## config.mk

```make
export PLATFORM = sky130hd
export DESIGN_NAME = obcd_option_decoder
export DESIGN_NICKNAME = d
export VERILOG_FILES = /design/src/common/obcd_pkg.sv /design/src/rtl/obcd_clock_decode.sv /design/src/rtl/obcd_nv_byte.sv /design/src/rtl/obcd_option_decoder.sv
export VERILOG_INCLUDE_DIRS = /design/src /design/src/common
export SDC_FILE = /design/constraint.sdc
export NUM_CORES = 1
export LEC_CHECK = 0
export CAP_MARGIN = 0
export CORE_MARGIN = 5
export CORE_UTILIZATION = 49
export DETAILED_ROUTE_END_ITERATION = 8
export DONT_BUFFER_PORTS = 1
export GPL_ROUTABILITY_DRIVEN = 0
export HOLD_SLACK_MARGIN = 0.12
export PLACE_DENSITY = 0.68
export SYNTH_ARGS = -nofsm -noshare
export SYNTH_HDL_FRONTEND = slang
export SYNTH_SLANG_ARGS = --single-unit
export TNS_END_PERCENT = 30
```

## constraint.sdc

```tcl
create_clock -name clk -period 5.4 [get_ports clk]
set_input_delay 0.27 -clock clk [delete_from_list [all_inputs] [get_ports clk]]
set_output_delay 0.27 -clock clk [all_outputs]
set_load 0.005 [all_outputs]
```

## src/common/obcd_params.svh

```systemverilog
// constants for the option byte configuration decoder
`ifndef OBCD_PARAMS_SVH
`define OBCD_PARAMS_SVH
// shipped and erased byte values
`define OBCD_BYTE0_DEFAULT 8'hfc
`define OBCD_BYTE1_DEFAULT 8'hef
`define OBCD_ERASED 8'hff
// byte selector codes
`define OBCD_SEL_BYTE0 1'b0
`define OBCD_SEL_BYTE1 1'b1
// byte 0 field positions
`define OBCD_B0_HALT_RST 7
`define OBCD_B0_WATCHDOG_SOFTWARE_SELECT 6
`define OBCD_B0_VD_HI 5
`define OBCD_B0_VD_LO 4
`define OBCD_B0_SEC_HI 3
`define OBCD_B0_SEC_LO 2
`define OBCD_B0_RDP 1
`define OBCD_B0_WRP 0
// byte 1 field positions
`define OBCD_B1_IRQ_MAP 7
`define OBCD_B1_RSVD 6
`define OBCD_B1_CLK_HI 5
`define OBCD_B1_CLK_LO 4
`define OBCD_B1_BAND_TOP 3
`define OBCD_B1_BAND_HI 2
`define OBCD_B1_BAND_LO 1
`define OBCD_B1_PLL_OFF 0
`endif

```

## src/common/obcd_pkg.sv

```systemverilog
// types shared by the option byte configuration decoder
package obcd_pkg;
   // programming command codes, 2'h3 is illegal
   typedef enum logic [1:0] {
      OBCD_CMD_READ = 2'h0,
      OBCD_CMD_WRITE = 2'h1,
      OBCD_CMD_ERASE = 2'h2
   } obcd_cmd_t;
   // sequencer states, gray along idle, mass, opt
   typedef enum logic [1:0] {
      OBCD_ST_IDLE = 2'h0,
      OBCD_ST_MASS = 2'h1,
      OBCD_ST_OPT = 2'h3
   } obcd_state_t;
   // voltage detector threshold codes as stored
   typedef enum logic [1:0] {
      OBCD_VD_HIGHEST = 2'h0,
      OBCD_VD_MEDIUM = 2'h1,
      OBCD_VD_LOWEST = 2'h2,
      OBCD_VD_OFF = 2'h3
   } obcd_vd_t;
   // first sector size codes
   typedef enum logic [1:0] {
      OBCD_SEC_0K5 = 2'h0,
      OBCD_SEC_1K = 2'h1,
      OBCD_SEC_2K = 2'h2,
      OBCD_SEC_4K = 2'h3
   } obcd_sector_t;
   // clock source kinds
   typedef enum logic [1:0] {
      OBCD_CLK_RESONATOR = 2'h0,
      OBCD_CLK_RESERVED = 2'h1,
      OBCD_CLK_INTERNAL_RC = 2'h2,
      OBCD_CLK_EXTERNAL = 2'h3
   } obcd_clk_src_t;
   // oscillator band, decoded
   typedef enum logic [2:0] {
      OBCD_BAND_VERY_LOW_POWER = 3'h0,
      OBCD_BAND_LOW_POWER = 3'h1,
      OBCD_BAND_MEDIUM_POWER = 3'h2,
      OBCD_BAND_MEDIUM_SPEED = 3'h3,
      OBCD_BAND_HIGH_SPEED = 3'h4
   } obcd_band_t;
   // one programming request
   typedef struct packed {
      obcd_cmd_t cmd;
      logic sel;
      logic [7:0] wdata;
   } obcd_prog_req_t;
   // one programming answer
   typedef struct packed {
      logic done;
      logic refused;
      logic [7:0] rdata;
   } obcd_prog_rsp_t;
   // settings decoded from byte 0
   typedef struct packed {
      logic halt_entry_watchdog_reset;
      logic watchdog_software_select;
      logic low_voltage_detector;
      logic auxiliary_voltage_detector;
      obcd_vd_t voltage_detect_threshold_sel;
      obcd_sector_t first_sector_size_sel;
      logic readout_protect_bit;
      logic write_protect_bit;
   } obcd_core_cfg_t;
   // settings decoded from byte 1
   typedef struct packed {
      logic port_c_irq_mapping;
      obcd_clk_src_t clock_source_kind;
      logic clock_source_reserved;
      obcd_band_t oscillator_band_sel;
      logic pll_double_enable;
      logic pll_config_unsafe;
   } obcd_clk_cfg_t;
   // whole state of the top module
   typedef struct packed {
      obcd_state_t phase;
      obcd_prog_rsp_t rsp;
      logic mass_erase;
      logic loaded;
      obcd_core_cfg_t core;
      obcd_clk_cfg_t clk;
      logic read_block;
      logic write_block;
      logic halt_reset;
   } obcd_dec_state_t;
   // state of one stored byte
   typedef struct packed {
      logic [7:0] value;
   } obcd_nv_state_t;
endpackage

```

## src/rtl/obcd_clock_decode.sv

```systemverilog
// decoder for the clock and interrupt option byte
`timescale 1ns/1ps
`include "obcd_params.svh"
module obcd_clock_decode import obcd_pkg::*; (
   // raw byte
   input wire logic [7:0] opt_byte,
   // decoded settings
   output obcd_clk_cfg_t cfg
);
   // pure decode, registered by the caller
   always_comb begin
      cfg = '0;
      // port c lines go with port b on vector b when set
      cfg.port_c_irq_mapping = opt_byte[`OBCD_B1_IRQ_MAP];
      cfg.clock_source_kind = obcd_clk_src_t'(
         opt_byte[`OBCD_B1_CLK_HI:`OBCD_B1_CLK_LO]);
      cfg.clock_source_reserved =
         (cfg.clock_source_kind == OBCD_CLK_RESERVED);
      // top bit set picks the slow band, low bits ignored
      if (opt_byte[`OBCD_B1_BAND_TOP]) begin
         cfg.oscillator_band_sel = OBCD_BAND_VERY_LOW_POWER;
      end else begin
         unique case (opt_byte[`OBCD_B1_BAND_HI:`OBCD_B1_BAND_LO])
            2'h0: cfg.oscillator_band_sel = OBCD_BAND_LOW_POWER;
            2'h1: cfg.oscillator_band_sel = OBCD_BAND_MEDIUM_POWER;
            2'h2: cfg.oscillator_band_sel = OBCD_BAND_MEDIUM_SPEED;
            2'h3: cfg.oscillator_band_sel = OBCD_BAND_HIGH_SPEED;
         endcase
      end
      // doubler is active low in the byte
      cfg.pll_double_enable = !opt_byte[`OBCD_B1_PLL_OFF];
      // flag only: doubling outside its guaranteed pairing
      cfg.pll_config_unsafe = cfg.pll_double_enable &&
         ((cfg.clock_source_kind == OBCD_CLK_INTERNAL_RC) ||
          (cfg.oscillator_band_sel != OBCD_BAND_MEDIUM_POWER));
   end
endmodule

```

## src/rtl/obcd_nv_byte.sv

```systemverilog
// one non-volatile option byte cell
`timescale 1ns/1ps
module obcd_nv_byte import obcd_pkg::*; #(
   parameter logic [7:0] DEFAULT_VALUE = 8'hff,
   parameter bit HARD_WIRED = 1'b0,
   parameter logic [7:0] WIRED_VALUE = 8'hff
) (
   // clock and power-on reset
   input wire logic clk,
   input wire logic por_n,
   // store port
   input wire logic wr_en,
   input wire logic [7:0] wr_data,
   // stored value
   output logic [7:0] value
);
   obcd_nv_state_t r; // held byte
   obcd_nv_state_t next_r; // next byte

   // store on request; a hard-wired byte ignores writes
   always_comb begin
      next_r = r;
      if (wr_en && !HARD_WIRED) begin
         next_r.value = wr_data;
      end
   end

   // only power-on reloads the cell with its default, not device reset
   always_ff @(posedge clk or negedge por_n) begin
      if (!por_n) begin
         r <= HARD_WIRED ? WIRED_VALUE : DEFAULT_VALUE;
      end else begin
         r <= next_r;
      end
   end

   assign value = HARD_WIRED ? WIRED_VALUE : r.value;
endmodule

```

## src/rtl/obcd_option_decoder.sv

```systemverilog
// option byte store, programming port and configuration decoder
`timescale 1ns/1ps
`include "obcd_params.svh"
module obcd_option_decoder import obcd_pkg::*; #(
   // part is factory programmed, allows the 4k sector
   parameter bit FACTORY_PROGRAMMED = 1'b0,
   // part is mask programmed, bytes are wired
   parameter bit MASK_PROGRAMMED = 1'b0,
   // wired byte values for a mask part
   parameter logic [7:0] MASK_BYTE0 = 8'hff,
   parameter logic [7:0] MASK_BYTE1 = 8'hff
) (
   // clock and resets
   input wire logic clk,
   input wire logic reset_n,
   input wire logic por_n,
   // programming port
   input wire logic prog_mode,
   input wire logic prog_valid,
   input wire obcd_prog_req_t prog_req,
   output obcd_prog_rsp_t prog_rsp,
   // program memory erase request
   output logic flash_mass_erase,
   // watchdog and halt status
   input wire logic halt_entry,
   input wire logic watchdog_active,
   output logic halt_reset_req,
   // decoded configuration
   output logic cfg_valid,
   output obcd_core_cfg_t core_cfg,
   output obcd_clk_cfg_t clk_cfg,
   // flash protection status
   output logic flash_read_block,
   output logic flash_write_block
);

   // ****************************************
   // storage
   // ****************************************

   logic [7:0] byte0; // live protection and watchdog byte
   logic [7:0] byte1; // live clock and interrupt byte
   logic wr_en0; // store strobe for byte 0
   logic wr_en1; // store strobe for byte 1
   logic [7:0] wr_data; // value to store

   // protection and watchdog byte
   obcd_nv_byte #(
      .DEFAULT_VALUE(`OBCD_BYTE0_DEFAULT),
      .HARD_WIRED(MASK_PROGRAMMED),
      .WIRED_VALUE(MASK_BYTE0)
   ) u_byte0 (
      .clk(clk),
      .por_n(por_n),
      .wr_en(wr_en0),
      .wr_data(wr_data),
      .value(byte0)
   );

   // clock and interrupt byte
   obcd_nv_byte #(
      .DEFAULT_VALUE(`OBCD_BYTE1_DEFAULT),
      .HARD_WIRED(MASK_PROGRAMMED),
      .WIRED_VALUE(MASK_BYTE1)
   ) u_byte1 (
      .clk(clk),
      .por_n(por_n),
      .wr_en(wr_en1),
      .wr_data(wr_data),
      .value(byte1)
   );

   // ****************************************
   // decode of the live bytes
   // ****************************************

   obcd_clk_cfg_t live_clk; // byte 1 decoded
   obcd_core_cfg_t live_core; // byte 0 decoded

   // byte 1 has its own decoder
   obcd_clock_decode u_clock_decode (
      .opt_byte(byte1),
      .cfg(live_clk)
   );

   // byte 0 decode
   always_comb begin
      live_core = '0;
      // halt reset request enable
      live_core.halt_entry_watchdog_reset =
         byte0[`OBCD_B0_HALT_RST];
      // zero means the watchdog runs from reset
      live_core.watchdog_software_select =
         byte0[`OBCD_B0_WATCHDOG_SOFTWARE_SELECT];
      live_core.voltage_detect_threshold_sel = obcd_vd_t'(
         byte0[`OBCD_B0_VD_HI:`OBCD_B0_VD_LO]);
      // both detectors share one enable
      live_core.low_voltage_detector =
         (live_core.voltage_detect_threshold_sel != OBCD_VD_OFF);
      live_core.auxiliary_voltage_detector =
         live_core.low_voltage_detector;
      live_core.first_sector_size_sel = obcd_sector_t'(
         byte0[`OBCD_B0_SEC_HI:`OBCD_B0_SEC_LO]);
      // largest size falls back to 2k on other parts
      if (!FACTORY_PROGRAMMED &&
          live_core.first_sector_size_sel == OBCD_SEC_4K) begin
         live_core.first_sector_size_sel = OBCD_SEC_2K;
      end
      live_core.readout_protect_bit = byte0[`OBCD_B0_RDP];
      live_core.write_protect_bit = byte0[`OBCD_B0_WRP];
   end

   // ****************************************
   // sequencer and capture
   // ****************************************

   obcd_dec_state_t r; // registered state
   obcd_dec_state_t next_r; // next state
   logic locked; // lock from live byte until power-on; always on a mask part
   logic protected_rd; // live readout protection
   logic refuse; // request cannot be served

   // refusal reasons for the current request
   always_comb begin
      locked = byte0[`OBCD_B0_WRP] || MASK_PROGRAMMED;
      protected_rd = byte0[`OBCD_B0_RDP];
      refuse = 1'b0;
      // outside programming mode the bytes do not exist
      if (!prog_mode) begin
         refuse = 1'b1;
      end
      // a second request during an erase is turned away
      if (r.phase != OBCD_ST_IDLE) begin
         refuse = 1'b1;
      end
      unique case (prog_req.cmd)
         OBCD_CMD_READ: begin
            // reading the bytes is allowed under any protection
         end
         OBCD_CMD_WRITE: begin
            // write only through an erase when protected
            if (locked || protected_rd) begin
               refuse = 1'b1;
            end
         end
         OBCD_CMD_ERASE: begin
            // a locked part cannot be erased; only power-on clears the byte lock
            if (locked) begin
               refuse = 1'b1;
            end
         end
         default: begin
            // illegal command code
            refuse = 1'b1;
         end
      endcase
   end

   // next state, answers and store strobes
   always_comb begin
      next_r = r;
      wr_en0 = 1'b0;
      wr_en1 = 1'b0;
      wr_data = prog_req.wdata;
      // answers and the erase strobe are one-cycle pulses
      next_r.rsp.done = 1'b0;
      next_r.rsp.refused = 1'b0;
      next_r.mass_erase = 1'b0;
      unique case (r.phase)
         OBCD_ST_IDLE: begin
            if (prog_valid && refuse) begin
               next_r.rsp.done = 1'b1;
               next_r.rsp.refused = 1'b1;
               next_r.rsp.rdata = `OBCD_ERASED;
            end else if (prog_valid) begin
               unique case (prog_req.cmd)
                  OBCD_CMD_READ: begin
                     next_r.rsp.done = 1'b1;
                     next_r.rsp.rdata =
                        (prog_req.sel == `OBCD_SEL_BYTE1) ? byte1 : byte0;
                  end
                  OBCD_CMD_WRITE: begin
                     wr_en0 = (prog_req.sel == `OBCD_SEL_BYTE0);
                     wr_en1 = (prog_req.sel == `OBCD_SEL_BYTE1);
                     next_r.rsp.done = 1'b1;
                     next_r.rsp.rdata = prog_req.wdata;
                  end
                  OBCD_CMD_ERASE: begin
                     if (protected_rd) begin
                        // wipe program memory before the bytes
                        next_r.mass_erase = 1'b1;
                        next_r.phase = OBCD_ST_MASS;
                     end else begin
                        wr_data = `OBCD_ERASED;
                        wr_en0 = 1'b1;
                        wr_en1 = 1'b1;
                        next_r.rsp.done = 1'b1;
                        next_r.rsp.rdata = `OBCD_ERASED;
                     end
                  end
                  default: begin
                     // excluded by refuse
                  end
               endcase
            end
         end
         OBCD_ST_MASS: begin
            // memory wipe issued, bytes go next
            next_r.phase = OBCD_ST_OPT;
         end
         OBCD_ST_OPT: begin
            // bytes erased to all ones, which sets the write lock bit
            wr_data = `OBCD_ERASED;
            wr_en0 = 1'b1;
            wr_en1 = 1'b1;
            next_r.rsp.done = 1'b1;
            next_r.rsp.rdata = `OBCD_ERASED;
            next_r.phase = OBCD_ST_IDLE;
         end
         default: begin
            // unused code, return to idle
            next_r.phase = OBCD_ST_IDLE;
         end
      endcase
      // capture once after reset, then hold; a later
      // programming change only takes effect at reset
      if (!r.loaded) begin
         next_r.loaded = 1'b1;
         next_r.core = live_core;
         next_r.clk = live_clk;
         next_r.read_block = live_core.readout_protect_bit;
         next_r.write_block = live_core.readout_protect_bit ||
            live_core.write_protect_bit || MASK_PROGRAMMED;
      end
      // halt entry with an active watchdog requests reset if byte 0 enables it
      next_r.halt_reset = r.loaded && halt_entry && watchdog_active &&
         r.core.halt_entry_watchdog_reset;
   end

   // state register; settings read as zero until loaded
   always_ff @(posedge clk or negedge reset_n) begin
      if (!reset_n) begin
         r <= '0;
      end else begin
         r <= next_r;
      end
   end

   // ****************************************
   // outputs, all straight from r
   // ****************************************

   assign prog_rsp = r.rsp;
   assign flash_mass_erase = r.mass_erase;
   assign halt_reset_req = r.halt_reset;
   assign cfg_valid = r.loaded;
   assign core_cfg = r.core;
   assign clk_cfg = r.clk;
   assign flash_read_block = r.read_block;
   assign flash_write_block = r.write_block;
endmodule

```

==> impl_metrics.json, run 1 <==
{
  "cp_data_arrival_time_ns": 2.58,
  "route.met3.wl_um": 574,
  "period_share_pct": 43.2,
  "clockBufferDepth": 2,
  "syn_to_final_growth_pct": -0.701,
  "grt_setup_unrepaired": "no",
  "die_area_mm2": 0.00745,
  "drive_gt1_share_pct": 22.2,
  "p_per_area_mw_per_mm2": 374,
  "clkSinkCount": 50,
  "rows": 27,
  "routed_wirelength_mm": 5.75,
  "numCtsBuffers": 5,
  "syn_area_per_cell_um2": 10.5,
  "die_x_um": 86.3,
  "leakage_uw": 0.00110,
  "finalSetupTns_ns": 0,
  "clk_latency_ns": 0.31,
  "viasPerCell": 5.83,
  "async_reset_ff_share_pct": 100,
  "cts-htree-levels": 2,
  "critPathKind": "flop to flop",
  "drt_pre_antenna_iters": 4,
  "ys_seq_area_share_pct": 44.4,
  "first_iter_violations": 146,
  "nFillCells": 518,
  "dp_hpwl_mm": 4.11,
  "io_pins": 52,
  "cts_hold_buf": 5,
  "synth-seq-cells": 50,
  "gr-total-overflow": 0,
  "die_h_um": 86.3,
  "syn_nets": 300,
  "synth_cells": 271,
  "cts_resized": 0,
  "cp-start-kind": "flop",
  "top_layer": "met4",
  "synth_edf_count": 0,
  "dr_total_vias": 1835,
  "io_buffers": 0,
  "syn_area_mm2": 0.00285,
  "core_area_mm2": 0.00557,
  "worst-path-max-fanout": 18,
  "n_antenna_cell": 0,
  "fin_crit_ns": 2.34,
  "ys_warn_count": 0,
  "cts_tree": "built",
  "groute.usage.overall_pct": 16.3,
  "critPathCaptureType": "flop",
  "cts-root-buf": "clkbuf_8",
  "setup_viol": 0,
  "worstPathRequired_ns": 5.65,
  "finalMaxSlewViolations": 0,
  "peakVddDrop_v": 0.000331,
  "clock_skew_ns": 0.00889,
  "fin_hold_ws_ns": 0.127,
  "post_cts_buffers": 0,
  "drc": 0,
  "clk_pin_slew_ns": 0.09,
  "antenna_left": 0,
  "grt_pass1_vias": 1771,
  "layout.nets": 271,
  "start_util_pct": 51.2,
  "wl_met1_mm": 2.58,
  "grt_pass1_wl_mm": 9.50,
  "wl_met2_mm": 2.56,
  "wire_per_inst_um": 18.3,
  "ys.flop_type": "dfrtp_1",
  "antenna_found_initial": 0,
  "slew-limit-headroom_pct": 36.8,
  "min_path_type": "primary input to flop",
  "grt_max_degree": 35,
  "yosys.cell_types.count": 45,
  "max_freq_mhz": 428,
  "status": "finished clean",
  "tightestPinTransition_ns": 0.948,
  "drv_cap": 0,
  "hold_viol": 0
}
[per-layer routing]
layer	up-vias	track usage [%]
met3	5	6.46
met5	-	0
met2	66	23.4
li1	871	-
met1	893	22.6
met4	0	4.53
[final timing paths]
kind | start | endpoint | slack [ns] | cells after the start
worst max-delay path | r[34] | u_byte0.value[0] | 3.06 | 6
worst min-delay path | prog_valid | prog_rsp[3] | 0.13 | 2
worst max register to register | r[34] | u_byte0.value[0] | 3.06 | 6
worst min register to register | clk_cfg[5] | clk_cfg[5] | 0.52 | 2
max in group asynchronous | por_n | u_byte1.value[4] | 4.55 | 1
min in group asynchronous | por_n | u_byte0.value[1] | 0.42 | 1
[final cells by class]
class	count	area (µm²)	area share, %
Inverter	7	26.3	0.927
Clock inverter	2	16.3	0.574
Multi-Input combinational cell	172	1280	45.2
Sequential cell	50	1270	44.7
Clock buffer	6	82.6	2.91
Tap cell	72	90.1	3.18
Timing Repair Buffer	6	70.1	2.47
[critical path: stages (launching register included)]
cell	delay (ns)
dfrtp_1	0.42
inv_1	0.07
ha_1	0.55
a2bb2oi_2	0.16
or2_4	0.30
nor4_4	0.52
o32a_1	0.24
[cell usage in the layout, fill, tap and decap left out, types with 2 or more instances in the layout]
| cell type | count |
|---|---|
| nand2_1 | 37 |
| dfrtp_1 | 37 |
| mux2_2 | 20 |
| nor2_1 | 15 |
| a21oi_1 | 13 |
| dfstp_2 | 13 |
| ha_1 | 11 |
| a22oi_1 | 8 |
| o211ai_1 | 8 |
| a2bb2oi_1 | 8 |
| o32a_1 | 8 |
| inv_1 | 7 |
| o21ai_0 | 7 |
| clkbuf_8 | 6 |
| nand2b_1 | 5 |
| dlygate4sd3_1 | 5 |
| nor2b_1 | 4 |
| nor4_4 | 2 |
| o31ai_1 | 2 |
[cells in the mapped netlist, types with 2 or more instances]
library cell	number	share of area [%]
o31ai_1	2	0.53
a22oi_1	8	2.1
nor2_1	15	2.0
a2bb2oi_1	8	2.5
ha_1	11	4.8
dfrtp_1	37	32
nor4_4	2	1.5
o21ai_0	7	1.2
o211ai_1	8	2.1
dfstp_2	13	12
nand2b_1	5	1.1
clkbuf_1	8	1.1
nor2b_1	4	0.88
o32a_1	8	2.8
nand2_1	37	4.9
inv_1	7	0.92
mux2_2	20	7.9
buf_4	32	8.4
a21oi_1	13	2.3
[flip-flops by register name, summed over array words and instances (netlist names)]
register	flops
core_cfg	8
halt_reset_req	1
flash_mass_erase	1
clk_cfg	9
flash_read_block	1
r	2
cfg_valid	1
u_byte1.value	8
u_byte0.value	8
prog_rsp	10
flash_write_block	1
[cell families after synthesis]
| kind of cell | share of synthesized area [%] |
|---|---|
| other | 0.131 |
| AOI/OAI and AO/OA | 16.7 |
| buffers and inverters | 10.7 |
| adders and majority gates | 4.82 |
| and+or+nand+nor | 15.3 |
| DFF | 44.4 |
| muxes | 7.89 |
[report_power, final]
group / internal (µW) / leakage (µW) / switching, µW
Sequential: 427 / 0.000545 / 39.9
Combinational: 146 / 0.000506 / 212
Clock: 106 / 0.0000478 / 130
[through the flow]
step           util [%]  worst slack, ns  power [µW]  std cells  instance area (µm²)
2_1_floorplan         -             3.62         795        271                 2850
3_3_place_gp       47.8             3.15         815        301                 2670
3_5_place_dp       47.8             3.09         815        301                 2670
4_1_cts            50.7             3.07        1070        314                 2820
5_1_grt            50.8             2.84        1140        315                 2830
6_report           50.8             3.06        1060        315                 2830
(Power assumes the default switching activity.)
==> run 2, diff against run 1 <==
ABC_AREA = 1   (was unset)
PLACE_DENSITY = 0.7   (was 0.68)
clock period = 2.1 ns   (was 5.4 ns; I/O delays follow)
==> run 2 against run 1 <==
- synthesized cell count up 38%
- sequential power grew to 2.7 times the previous value
- sequential share of layout area shrank 0.78 points
- core utilization rose by 0.90 points
- power grew to 2.8 times the previous value
- flip-flop and latch count unchanged
- die area is essentially flat
==> impl_metrics.json, run 2 <==
{
  "status": "finished clean",
  "busiest_layer": "met2",
  "viasPerCell": 5.04,
  "clk_latency_ns": 0.32,
  "first_iter_violations": 131,
  "worstHoldStart": "prog_req[6]",
  "clockBufferDepth": 2,
  "grtUsageMet1_pct": 20.4,
  "dr_total_vias": 2139,
  "ys.flop_type": "dfrtp_1",
  "layout_commonest_cell": "nand2_1",
  "io_buffers": 0,
  "power.share.sequential_pct": 42.6,
  "clkSinkCount": 50,
  "finalMaxSlewViolations": 0,
  "antenna_left": 0,
  "ys_seq_area_share_pct": 44.4,
  "syn_to_final_growth_pct": 1.10,
  "synth-seq-cells": 50,
  "tightestPinTransition_ns": 0.730,
  "yosys.area.top_type_share_pct": 32.5,
  "antenna_found_initial": 0,
  "largest_register_ffs": 10,
  "wire_per_inst_um": 13.9,
  "die_h_um": 86.3,
  "min_path_type": "primary input to flop",
  "reg2reg_depth": 9,
  "drv_cap": 0,
  "routed_wirelength_mm": 5.90,
  "worstPathRequired_ns": 2.32,
  "pwr-share-clk_pct": 24.3,
  "dp_hpwl_mm": 4.35,
  "async_reset_ff_share_pct": 100,
  "cp_data_arrival_time_ns": 2.08,
  "clock_skew_ns": 0.0105,
  "use_met3_pct": 4.85,
  "cts-htree-levels": 2,
  "power_uw": 2960,
  "netlist.top_cell.by_area": "dfrtp_1",
  "globalRouteMet2Util_pct": 28.7,
  "hold_viol": 0,
  "max_freq_mhz": 538,
  "peakVddDrop_v": 0.000589,
  "grt_setup_unrepaired": "no",
  "cts-root-buf": "clkbuf_8",
  "yosysMostFrequentCell": "nand2_1",
  "synth_edf_count": 0,
  "clk_pin_slew_ns": 0.10,
  "final_core_util_pct": 51.7,
  "post-route-cell-area_mm2": 0.00288,
  "fin_crit_ns": 1.86,
  "leakage_uw": 0.00155,
  "n_antenna_cell": 0,
  "syn_area_mm2": 0.00285,
  "drc": 0,
  "rows": 27,
  "grt_pass1_wl_mm": 10.0,
  "syn_area_per_cell_um2": 7.63,
  "placed_cell_area_mm2": 0.00269,
  "netlist_top_cells_area": "dfrtp_1 (32%), nand2_1 (14%), dfstp_2 (12%)",
  "die_area_mm2": 0.00745,
  "groute.usage.overall_pct": 16.8,
  "holdPathStages": 6,
  "finalSetupTns_ns": 0,
  "start_util_pct": 51.2,
  "syn_nets": 403,
  "gr-total-overflow": 0,
  "reg2reg_slack_ns": 0.24,
  "critPathKind": "flop to flop",
  "ys_warn_count": 0,
  "cp-start-kind": "flop",
  "yosys.cell_types.count": 26,
  "slew-limit-headroom_pct": 51.2,
  "synth_cells": 374,
  "critPathCaptureType": "flop",
  "layout.nets": 380,
  "period_share_pct": 88.5,
  "setup_viol": 0,
  "fin_hold_ws_ns": 0.125,
  "swShare_pct": 38.6,
  "drt_pre_antenna_iters": 4,
  "grt_pass1_vias": 2150,
  "io_pins": 52,
  "worst-path-max-fanout": 7,
  "core_area_mm2": 0.00557,
  "r2r_start": "r[34]",
  "post_cts_buffers": 0,
  "die_x_um": 86.3,
  "cts_resized": 0,
  "power.internal_uw": 1820,
  "reg2reg_to": "u_byte0.value[1]",
  "synth_common_cells": "nand2_1 (104), inv_1 (54), dfrtp_1 (37), buf_4 (31)",
  "drive_gt1_share_pct": 8.52,
  "grt_max_degree": 35,
  "holdPathEnd": "u_byte1.value[6]",
  "p_sw_uw": 1140,
  "combPwrFrac_pct": 33.1,
  "layout_common_cells": "nand2_1 (104), inv_1 (54), dfrtp_1 (37), nand3_1 (28), o21ai_0 (28)",
  "cts_tree": "built",
  "p_per_area_mw_per_mm2": 1030,
  "numCtsBuffers": 5
}
[run 2: how the worst max path moves through the flow]
stage,startpoint,to,slack (ns),depth (start not counted)
2_1_floorplan,r[34],u_byte0.value[0],0.50,7
3_3_place_gp,prog_req[9],u_byte0.value[1],0.30,8
3_5_place_dp,prog_req[9],u_byte0.value[1],0.23,8
4_1_cts,r[34],u_byte0.value[1],0.28,9
5_1_grt,r[34],u_byte0.value[1],0.09,9
6_report,r[34],u_byte0.value[1],0.24,9
[run 2: timing repair]
action,in CTS,in global routing
hold buffers,7,0
hold endpoints to repair,64,0
endpoints found under the setup margin,0,0
[run 2: critical path: stages (launching register included)]
cell and delay, ns:
dfrtp_1 0.41, inv_1 0.08, ha_1 0.18, nand2_1 0.06, o21ai_1 0.13, nand3_2 0.16
nor2_1 0.47, nand3_1 0.14, nand2_1 0.09, inv_1 0.04
[run 2: layout make-up]
type | instances | area (µm²)
multi-input cells | 229 | 1100
clock buffers | 5 | 68.8
inverters | 55 | 206
fillers | 547 | 2690
well taps | 72 | 90.1
clock inverters | 3 | 47.5
repair buffers | 10 | 103
flip-flops and latches | 50 | 1270
[run 2: power by group through the flow]
stage          Clock [µW]  Combinational [µW]  Sequential, µW
2_1_floorplan           0                 968            1220
3_3_place_gp            0                 925            1280
3_5_place_dp            0                 938            1290
4_1_cts               732                 979            1270
5_1_grt               776                1130            1290
6_report              719                 981            1260
[run 2: cell families (layout without fill, tap and decap cells)]
logic type	after synthesis	count (layout)	synth area share (%)
AO/OA/AOI/OAI	56	56	10.2
adder cells (fa/ha/maj)	11	11	4.82
buffers and inverters	95	73	17.0
flip-flops	50	50	44.4
other	1	1	0.131
AND/OR/NAND/NOR	161	161	23.4
[run 2: metrics by stage]
step | instances | setup WS, ns
after CTS | 424 | 0.279
after global routing | 424 | 0.0901
after global placement | 409 | 0.295
after detailed placement | 409 | 0.235
after floorplan | 374 | 0.497
final | 424 | 0.241
[run 2: per-layer routing]
| metal | vias up | wire length (µm) | share of wire [%] |
|---|---|---|---|
| met4 | 0 | 89 | 1.5 |
| li1 | 1086 | - | - |
| met3 | 8 | 324 | 5.5 |
| met2 | 44 | 2950 | 50 |
| met1 | 1001 | 2540 | 43 |
| met5 | - | 0 | 0 |
